==> config.mk <==
export PLATFORM = sky130hd
export DESIGN_NAME = cbs_branch_unit
export DESIGN_NICKNAME = d
export VERILOG_FILES = /design/src/hdl/cbs_pkg.sv /design/src/hdl/cbs_status_reg.sv /design/src/hdl/cbs_branch_unit.sv
export SDC_FILE = /design/constraint.sdc
export NUM_CORES = 1
export LEC_CHECK = 0
export BUFFER_PORTS_ARGS = -buffer_cell sky130_fd_sc_hd__buf_2
export CAP_MARGIN = 15
export CELL_PAD_IN_SITES_DETAIL_PLACEMENT = 0
export CELL_PAD_IN_SITES_GLOBAL_PLACEMENT = 1
export CORE_AREA = 2 2 85 87
export DETAILED_ROUTE_END_ITERATION = 16
export DIE_AREA = 0 0 87 89
export PLACE_DENSITY = 0.91
export SKIP_LAST_GASP = 1
export SLEW_MARGIN = 20
export SYNTH_ARGS = -nofsm -noshare
export SYNTH_HDL_FRONTEND = slang
export SYNTH_SLANG_ARGS = --single-unit
==> constraint.sdc <==
create_clock -name ref_clk -period 7.6 [get_ports ref_clk]
set_input_delay 1.52 -clock ref_clk [delete_from_list [all_inputs] [get_ports ref_clk]]
set_output_delay 1.52 -clock ref_clk [all_outputs]
set_load 0.005 [all_outputs]
==> src/hdl/cbs_pkg.sv <==
/*
  Package for the conditional branch and skip unit: operation codes, flag
  positions, widths, reset values and cycle counts.
  Assumes a decoder upstream that presents one operation at a time.
*/
package cbs_pkg;

  localparam int PC_W        = 16;
  localparam int OFFS_W      = 7;

  // Operation select presented by the decoder
  typedef enum logic [3:0] {
    CBS_OP_NONE     = 4'h0,
    CBS_OP_SKIP_IO  = 4'h1,
    CBS_OP_BR_SET   = 4'h2,
    CBS_OP_BR_CLR   = 4'h3,
    CBS_OP_BR_EQ    = 4'h4,
    CBS_OP_BR_NE    = 4'h5,
    CBS_OP_BR_CS    = 4'h6,
    CBS_OP_BR_CC    = 4'h7,
    CBS_OP_BR_SH    = 4'h8,
    CBS_OP_BR_LO    = 4'h9
  } cbs_op_t;

  // Status register bit positions
  localparam logic [2:0] FLAG_C_POS = 3'h0;
  localparam logic [2:0] FLAG_Z_POS = 3'h1;

  // Skip distances and reset values
  localparam logic [PC_W-1:0] SKIP_ONE_WORD = 16'h0002;
  localparam logic [PC_W-1:0] SKIP_TWO_WORD = 16'h0003;
  localparam logic [PC_W-1:0] PC_STEP       = 16'h0001;
  localparam logic [PC_W-1:0] PC_RESET      = 16'h0000;
  localparam logic [7:0]      STATUS_RESET  = 8'h00;

  // Cycle counts: not taken / taken branch, skip of one or two words
  localparam logic [1:0] CYC_NOT_TAKEN = 2'h1;
  localparam logic [1:0] CYC_TAKEN     = 2'h2;
  localparam logic [1:0] CYC_SKIP_TWO  = 2'h3;

endpackage

==> src/hdl/cbs_status_reg.sv <==
/*
  Status register holder for the branch unit. Loads only on an explicit write
  from the arithmetic side; branch and skip operations never write it.
  Assumes writer logic on the same clock.
*/
`timescale 1ns/10ps
module cbs_status_reg (
  input  wire logic       ref_clk,
  input  wire logic       rst_n,
  input  wire logic       wr_en,
  input  wire logic [7:0] wr_data,
  output logic      [7:0] status_ff
);

  always_ff @(posedge ref_clk or negedge rst_n) begin
    if (!rst_n) begin
      status_ff <= cbs_pkg::STATUS_RESET;
    end else if (wr_en) begin
      status_ff <= wr_data;
    end
  end

endmodule

==> src/hdl/cbs_branch_unit.sv <==
/*
  Conditional branch and skip unit: evaluates skip-on-I/O-bit and relative
  branches on status bits, updates the program counter and stalls the fetch
  for the extra cycles the operation takes.
  Assumes a decoder on ref_clk that holds op and operands while op_ready is
  low, and an I/O bus that returns the addressed register the same cycle.
*/
`timescale 1ns/10ps
// Operation
// - Skip on set I/O bit advances pc by 2 or 3, 1/2/3 cycles
// - Branch on status bit set loads pc+k+1, 1 or 2 cycles
// - Branch on status bit clear loads pc+k+1, else sequential
// - Branch if equal adds k+1 when zero flag is one
// - Branch if not equal adds k+1 when zero flag is zero
// - Carry set and lower branches add k+1 when carry is one
// - Carry clear and same-or-higher branches add k+1 when carry zero
module cbs_branch_unit (
  input  wire logic                         ref_clk,
  input  wire logic                         rst_n,
  input  wire logic                         op_valid,
  input  wire cbs_pkg::cbs_op_t             op,
  input  wire logic [2:0]                   bit_sel,
  input  wire logic [cbs_pkg::OFFS_W-1:0]   offset_k,
  input  wire logic [7:0]                   io_data,
  input  wire logic                         next_is_two_word,
  input  wire logic                         flag_wr_en,
  input  wire logic [7:0]                   flag_wr_data,
  output logic                              op_ready,
  output logic [cbs_pkg::PC_W-1:0]          pc,
  output logic [7:0]                        status_register,
  output logic                              taken
);

  typedef enum logic [1:0] {
    CBS_IDLE = 2'b00,
    CBS_WAIT = 2'b01
  } cbs_state_t;

  cbs_state_t                 state_ff;
  logic [1:0]                 wait_ff;
  logic [cbs_pkg::PC_W-1:0]   pc_ff;
  logic                       taken_ff;
  logic                       cond;
  logic [cbs_pkg::PC_W-1:0]   nxt_pc;
  logic [1:0]                 nxt_cycles;
  logic                       accept;

  // Sign-extend a 7-bit word offset to the pc width
  function automatic logic [cbs_pkg::PC_W-1:0] sext_k(input logic [cbs_pkg::OFFS_W-1:0] k);
    sext_k = {{(cbs_pkg::PC_W-cbs_pkg::OFFS_W){k[cbs_pkg::OFFS_W-1]}}, k};
  endfunction

  // Flag writes come only from the arithmetic side, never from this unit
  cbs_status_reg u_status (
    .ref_clk   (ref_clk),
    .rst_n     (rst_n),
    .wr_en     (flag_wr_en),
    .wr_data   (flag_wr_data),
    .status_ff (status_register)
  );

  always_comb begin
    case (op)
      cbs_pkg::CBS_OP_SKIP_IO: cond = io_data[bit_sel];
      cbs_pkg::CBS_OP_BR_SET:  cond = status_register[bit_sel];
      cbs_pkg::CBS_OP_BR_CLR:  cond = ~status_register[bit_sel];
      cbs_pkg::CBS_OP_BR_EQ:   cond = status_register[cbs_pkg::FLAG_Z_POS];
      cbs_pkg::CBS_OP_BR_NE:   cond = ~status_register[cbs_pkg::FLAG_Z_POS];
      cbs_pkg::CBS_OP_BR_CS,
      cbs_pkg::CBS_OP_BR_LO:   cond = status_register[cbs_pkg::FLAG_C_POS];
      cbs_pkg::CBS_OP_BR_CC,
      cbs_pkg::CBS_OP_BR_SH:   cond = ~status_register[cbs_pkg::FLAG_C_POS];
      default:                 cond = 1'b0;
    endcase
  end

  always_comb begin
    nxt_pc     = pc_ff + cbs_pkg::PC_STEP;
    nxt_cycles = cbs_pkg::CYC_NOT_TAKEN;
    if (cond && op == cbs_pkg::CBS_OP_SKIP_IO) begin
      // Skipping a two-word instruction needs one more fetch cycle
      nxt_pc     = pc_ff + (next_is_two_word ? cbs_pkg::SKIP_TWO_WORD : cbs_pkg::SKIP_ONE_WORD);
      nxt_cycles = next_is_two_word ? cbs_pkg::CYC_SKIP_TWO : cbs_pkg::CYC_TAKEN;
    end else if (cond) begin
      nxt_pc     = pc_ff + sext_k(offset_k) + cbs_pkg::PC_STEP;
      nxt_cycles = cbs_pkg::CYC_TAKEN;
    end
  end

  assign op_ready = (state_ff == CBS_IDLE);
  assign accept   = op_valid && op_ready;
  assign pc       = pc_ff;
  assign taken    = taken_ff;

  always_ff @(posedge ref_clk or negedge rst_n) begin
    if (!rst_n) begin
      pc_ff    <= cbs_pkg::PC_RESET;
      taken_ff <= 1'b0;
    end else if (accept) begin
      pc_ff    <= nxt_pc;
      taken_ff <= cond;
    end
  end

  // Extra cycles of a taken branch or skip hold off the next operation
  always_ff @(posedge ref_clk or negedge rst_n) begin
    if (!rst_n) begin
      state_ff <= CBS_IDLE;
      wait_ff  <= 2'h0;
    end else begin
      case (state_ff)
        CBS_IDLE: begin
          if (accept && nxt_cycles != cbs_pkg::CYC_NOT_TAKEN) begin
            state_ff <= CBS_WAIT;
            wait_ff  <= nxt_cycles - cbs_pkg::CYC_NOT_TAKEN;
          end
        end
        CBS_WAIT: begin
          wait_ff <= wait_ff - 2'h1;
          if (wait_ff == 2'h1) begin
            state_ff <= CBS_IDLE;
          end
        end
        default: state_ff <= CBS_IDLE;
      endcase
    end
  end

  // Assertions
  property p_skip_pc;
    @(posedge ref_clk) disable iff (!rst_n)
    accept && op == cbs_pkg::CBS_OP_SKIP_IO && io_data[bit_sel] |=>
      pc == $past(pc_ff) + ($past(next_is_two_word) ? cbs_pkg::SKIP_TWO_WORD : cbs_pkg::SKIP_ONE_WORD);
  endproperty
  a_skip_pc: assert property (p_skip_pc) else $error("skip pc wrong");

  property p_skip_two_cycles;
    @(posedge ref_clk) disable iff (!rst_n)
    accept && op == cbs_pkg::CBS_OP_SKIP_IO && io_data[bit_sel] && next_is_two_word |=>
      !op_ready [*2] ##1 op_ready;
  endproperty
  a_skip_two_cycles: assert property (p_skip_two_cycles) else $error("skip cycles wrong");

  property p_br_set;
    @(posedge ref_clk) disable iff (!rst_n)
    accept && op == cbs_pkg::CBS_OP_BR_SET |=>
      pc == ($past(status_register[bit_sel]) ? $past(pc_ff) + sext_k($past(offset_k)) + cbs_pkg::PC_STEP
                                             : $past(pc_ff) + cbs_pkg::PC_STEP);
  endproperty
  a_br_set: assert property (p_br_set) else $error("set branch pc wrong");

  property p_br_clr;
    @(posedge ref_clk) disable iff (!rst_n)
    accept && op == cbs_pkg::CBS_OP_BR_CLR && status_register[bit_sel] |=>
      pc == $past(pc_ff) + cbs_pkg::PC_STEP;
  endproperty
  a_br_clr: assert property (p_br_clr) else $error("clear branch not sequential");

  property p_br_eq;
    @(posedge ref_clk) disable iff (!rst_n)
    accept && op == cbs_pkg::CBS_OP_BR_EQ |=> taken == $past(status_register[cbs_pkg::FLAG_Z_POS]);
  endproperty
  a_br_eq: assert property (p_br_eq) else $error("equal branch decision wrong");

  property p_br_ne;
    @(posedge ref_clk) disable iff (!rst_n)
    accept && op == cbs_pkg::CBS_OP_BR_NE && !status_register[cbs_pkg::FLAG_Z_POS] |=> !op_ready ##1 op_ready;
  endproperty
  a_br_ne: assert property (p_br_ne) else $error("not equal branch timing wrong");

  property p_br_carry;
    @(posedge ref_clk) disable iff (!rst_n)
    accept && (op == cbs_pkg::CBS_OP_BR_CS || op == cbs_pkg::CBS_OP_BR_LO) |=>
      taken == $past(status_register[cbs_pkg::FLAG_C_POS]);
  endproperty
  a_br_carry: assert property (p_br_carry) else $error("carry set branch wrong");

  property p_br_nocarry;
    @(posedge ref_clk) disable iff (!rst_n)
    accept && (op == cbs_pkg::CBS_OP_BR_CC || op == cbs_pkg::CBS_OP_BR_SH) |=>
      taken != $past(status_register[cbs_pkg::FLAG_C_POS]);
  endproperty
  a_br_nocarry: assert property (p_br_nocarry) else $error("carry clear branch wrong");

  property p_flags_kept;
    @(posedge ref_clk) disable iff (!rst_n)
    accept && !flag_wr_en |=> $stable(status_register);
  endproperty
  a_flags_kept: assert property (p_flags_kept) else $error("branch changed flags");

  // Target checks per flag: the decision checks above say nothing about the offset arithmetic
  property p_br_eq_pc;
    @(posedge ref_clk) disable iff (!rst_n)
    accept && op == cbs_pkg::CBS_OP_BR_EQ && status_register[cbs_pkg::FLAG_Z_POS] |=>
      pc == $past(pc_ff) + sext_k($past(offset_k)) + cbs_pkg::PC_STEP;
  endproperty
  a_br_eq_pc: assert property (p_br_eq_pc) else $error("equal branch target wrong");

  property p_br_ne_pc;
    @(posedge ref_clk) disable iff (!rst_n)
    accept && op == cbs_pkg::CBS_OP_BR_NE && !status_register[cbs_pkg::FLAG_Z_POS] |=>
      pc == $past(pc_ff) + sext_k($past(offset_k)) + cbs_pkg::PC_STEP;
  endproperty
  a_br_ne_pc: assert property (p_br_ne_pc) else $error("not equal branch target wrong");

  property p_br_carry_pc;
    @(posedge ref_clk) disable iff (!rst_n)
    accept && (op == cbs_pkg::CBS_OP_BR_CS || op == cbs_pkg::CBS_OP_BR_LO) && status_register[cbs_pkg::FLAG_C_POS] |=>
      pc == $past(pc_ff) + sext_k($past(offset_k)) + cbs_pkg::PC_STEP;
  endproperty
  a_br_carry_pc: assert property (p_br_carry_pc) else $error("carry set branch target wrong");

  property p_br_nocarry_pc;
    @(posedge ref_clk) disable iff (!rst_n)
    accept && (op == cbs_pkg::CBS_OP_BR_CC || op == cbs_pkg::CBS_OP_BR_SH) &&
      !status_register[cbs_pkg::FLAG_C_POS] |=>
      pc == $past(pc_ff) + sext_k($past(offset_k)) + cbs_pkg::PC_STEP;
  endproperty
  a_br_nocarry_pc: assert property (p_br_nocarry_pc) else $error("carry clear branch target wrong");

  // A failed condition costs one cycle, so back-to-back issue must stay possible
  property p_not_taken_seq;
    @(posedge ref_clk) disable iff (!rst_n)
    accept && !cond |=> op_ready && !taken && pc == $past(pc_ff) + cbs_pkg::PC_STEP;
  endproperty
  a_not_taken_seq: assert property (p_not_taken_seq) else $error("untaken operation not sequential");

  c_skip_two: cover property (@(posedge ref_clk) disable iff (!rst_n)
    accept && op == cbs_pkg::CBS_OP_SKIP_IO && io_data[bit_sel] && next_is_two_word);
  c_br_taken: cover property (@(posedge ref_clk) disable iff (!rst_n) accept && cond && op != cbs_pkg::CBS_OP_SKIP_IO);
  c_br_not_taken: cover property (@(posedge ref_clk) disable iff (!rst_n) accept && !cond);
  c_skip_one: cover property (@(posedge ref_clk) disable iff (!rst_n)
    accept && op == cbs_pkg::CBS_OP_SKIP_IO && io_data[bit_sel] && !next_is_two_word);
  c_br_back: cover property (@(posedge ref_clk) disable iff (!rst_n)
    accept && cond && op != cbs_pkg::CBS_OP_SKIP_IO && offset_k[cbs_pkg::OFFS_W-1]);

endmodule

==> flow_summary.ini <==
[cts]
cts_setup_buffers = 0
clkSlewWorstSetupHoldPaths_ns = 0.11
clock_sinks = 28
cts_made_buffers = 3
clockBufferDepth = 2
cts_hold_buffers = 0
insertion_delay_ns = 0.30
clockRootBuffer = clkbuf_8
cts_tree = built
cts_resized = 0
h-tree-depth = 1

[synth]
ys_types = 61
synth_most_common_cell = a21oi_1
syn-instance-count = 352
yosys-top-cells-area = dfrtp_1, ha_1, a21oi_1
synth_top_area_frac = 0.236
yosysWarningCount = 0
syn_area_mm2 = 0.00297
syn_nets = 408
ys_ff_latch = 28
synth-edff-count = 0
ys_seq_area_frac = 0.236
syn_avg_cell_area_um2 = 8.43
async_flop_share = 1.00
synth_ff_type = dfrtp_1
synth.top_cells.by_count = a21oi_1, nand2_1, dfrtp_1
yosys.area.top_type = dfrtp_1

[run]
max_cap_viol_count = 0

[power]
switching_share = 0.467
powerDensity_mw_per_mm2 = 317
pwr-share-seq = 0.285
leakagePower_nw = 1.49
p_clk_frac = 0.119
peakVddDrop_mv = 0.160
intPower_mw = 0.569
comb_power_share = 0.596
power.switching_mw = 0.499

[global_routing]
antenna_found_initial = 0
grt_max_degree = 29
first_global_vias = 2779
grt_pass1_wl_um = 12800
grt.total_usage = 0.207
overflow = 0

[min_path]
whs_path_depth = 2
hold_class = reg -> reg

[timing]
rsz0062_at_grt = no
setup_viol = 0
fin_crit_ns = 4.05
timing.fmax_mhz = 247
tightest_slew_ns = 1.03
hold_violations = 0
final.setup.tns_ns = 0
post-route-period-util = 0.533
slew_headroom = 0.310
fin_worst_skew_ns = 0.00576
drv_slew = 0

[critical_path]
cpPeakStageDelay_ns = 0.75
arrival_ns = 4.24
crit_fanout = 17
start_kind = input port
cp_slowest_cell = nor3_4
path_class = in -> reg
rr_worst_depth = 10
cp-end-kind = flop
crit_chain = buf_2 > mux4_1 > mux2i_1 > nor2_1 > nor3_4 > a21o_1 > ha_1 > nor2b_1 > nor2_1 > mux2i_1 > o31ai_1
required_ns = 7.79

[routing]
wirelength_um = 8140
first_pass_iters = 4
wire_per_inst_um = 16.9
final_antenna_net_count = 0
vias_per_cell = 6.11
drc_errors = 0
vias = 2938
drtIter0Drc = 180

[die]
fp.coreArea_mm2 = 0.00672
start_util = 0.442
io-pin-count = 61
die-area_mm2 = 0.00774
rows = 30
die_w_um = 87
die_h_um = 89

[placed_design]
place_hpwl_um = 6110
globalplace.congestion = 0.846
place_inst = 477
io_buffers = 60

[cells_and_area]
nets = 458
area_growth_pct = 13.6
antenna_cells = 0
n_fill_cell = 663
drive_above_1_share = 0.200
fin_cells = 481

[run_status]
status = complete, no violations
metal layers:
metal / share of wire / routed length, um / vias up / global-route usage
li1: - / - / 1435 / -
met5: 0 / 0 / - / 0
met3: 0.054 / 441 / 11 / 0.0259
met1: 0.43 / 3530 / 1404 / 0.269
met4: 0.016 / 132 / 0 / 0.0696
met2: 0.50 / 4040 / 88 / 0.357
final timing paths:
check	start	end	slack [ns]
max	bit_sel[0]	wait_ff[0]	3.55
min	taken	taken	0.50
max reg2reg	u_status.status_ff[1]	wait_ff[0]	4.65
min reg2reg	taken	taken	0.50
max in group asynchronous	rst_n	pc[1]	5.92
min in group asynchronous	rst_n	u_status.status_ff[6]	1.25
power by group through the flow:
stage	clock network, mW	registers (mW)	logic, mW
final	0.128	0.304	0.636
after global routing	0.131	0.316	0.712
after CTS	0.127	0.304	0.636
after detailed placement	0	0.306	0.632
after global placement	0	0.302	0.615
after floorplan	0	0.267	0.494
per-stage QoR:
step | setup WS, ns | hold WS, ns | power, mW | area [um^2] | utilization
after floorplan | 3.94 | 0.473 | 0.761 | 2970 | -
after global placement | 3.35 | 0.463 | 0.917 | 3300 | 0.491
after detailed placement | 3.28 | 0.479 | 0.938 | 3300 | 0.491
after CTS | 3.56 | 0.504 | 1.07 | 3370 | 0.501
after global routing | 3.28 | 0.546 | 1.16 | 3370 | 0.501
final | 3.55 | 0.498 | 1.07 | 3370 | 0.501
flip-flops by register name, indices dropped and copies added, names as in the netlist:
name                cells
u_status.status_ff      8
taken                   1
pc                     16
state_ff                1
wait_ff                 2
worst max-delay path, delay by kind of cell:
family / cells / cell delay [ns]
and+or+nand+nor: 4 / 1.21
muxes: 3 / 0.90
AOI/OAI and AO/OA: 2 / 0.26
adders and majority gates: 1 / 0.20
buffers and inverters: 1 / 0.14
final cells by class:
cell class,instances,area (um^2),area share
clock buffer,3,41.3,0.0123
clock inverter,1,30.0,0.00891
inverter,14,52.6,0.0156
multi-input combinational,294,2140,0.634
sequential,28,701,0.208
tap,80,100,0.0297
timing repair buffer,61,308,0.0913
placed cells by master, fill, tap and decap left out, types with 13 or more instances in the layout:
master,count
dfrtp_1,28
nor2_1,13
o21ai_0,20
nor3_1,13
ha_1,20
nand2_1,29
inv_1,14
buf_2,60
a21oi_1,30
xnor2_1,14
logic make-up after synthesis:
family	after synthesis	share of synthesized area
simple gates	117	0.214
compound gates	109	0.238
buf+inv	30	0.0434
flops	28	0.236
mux	26	0.115
xor+xnor	21	0.0620
fa+ha+maj	21	0.0911
(Power assumes the default switching activity.)
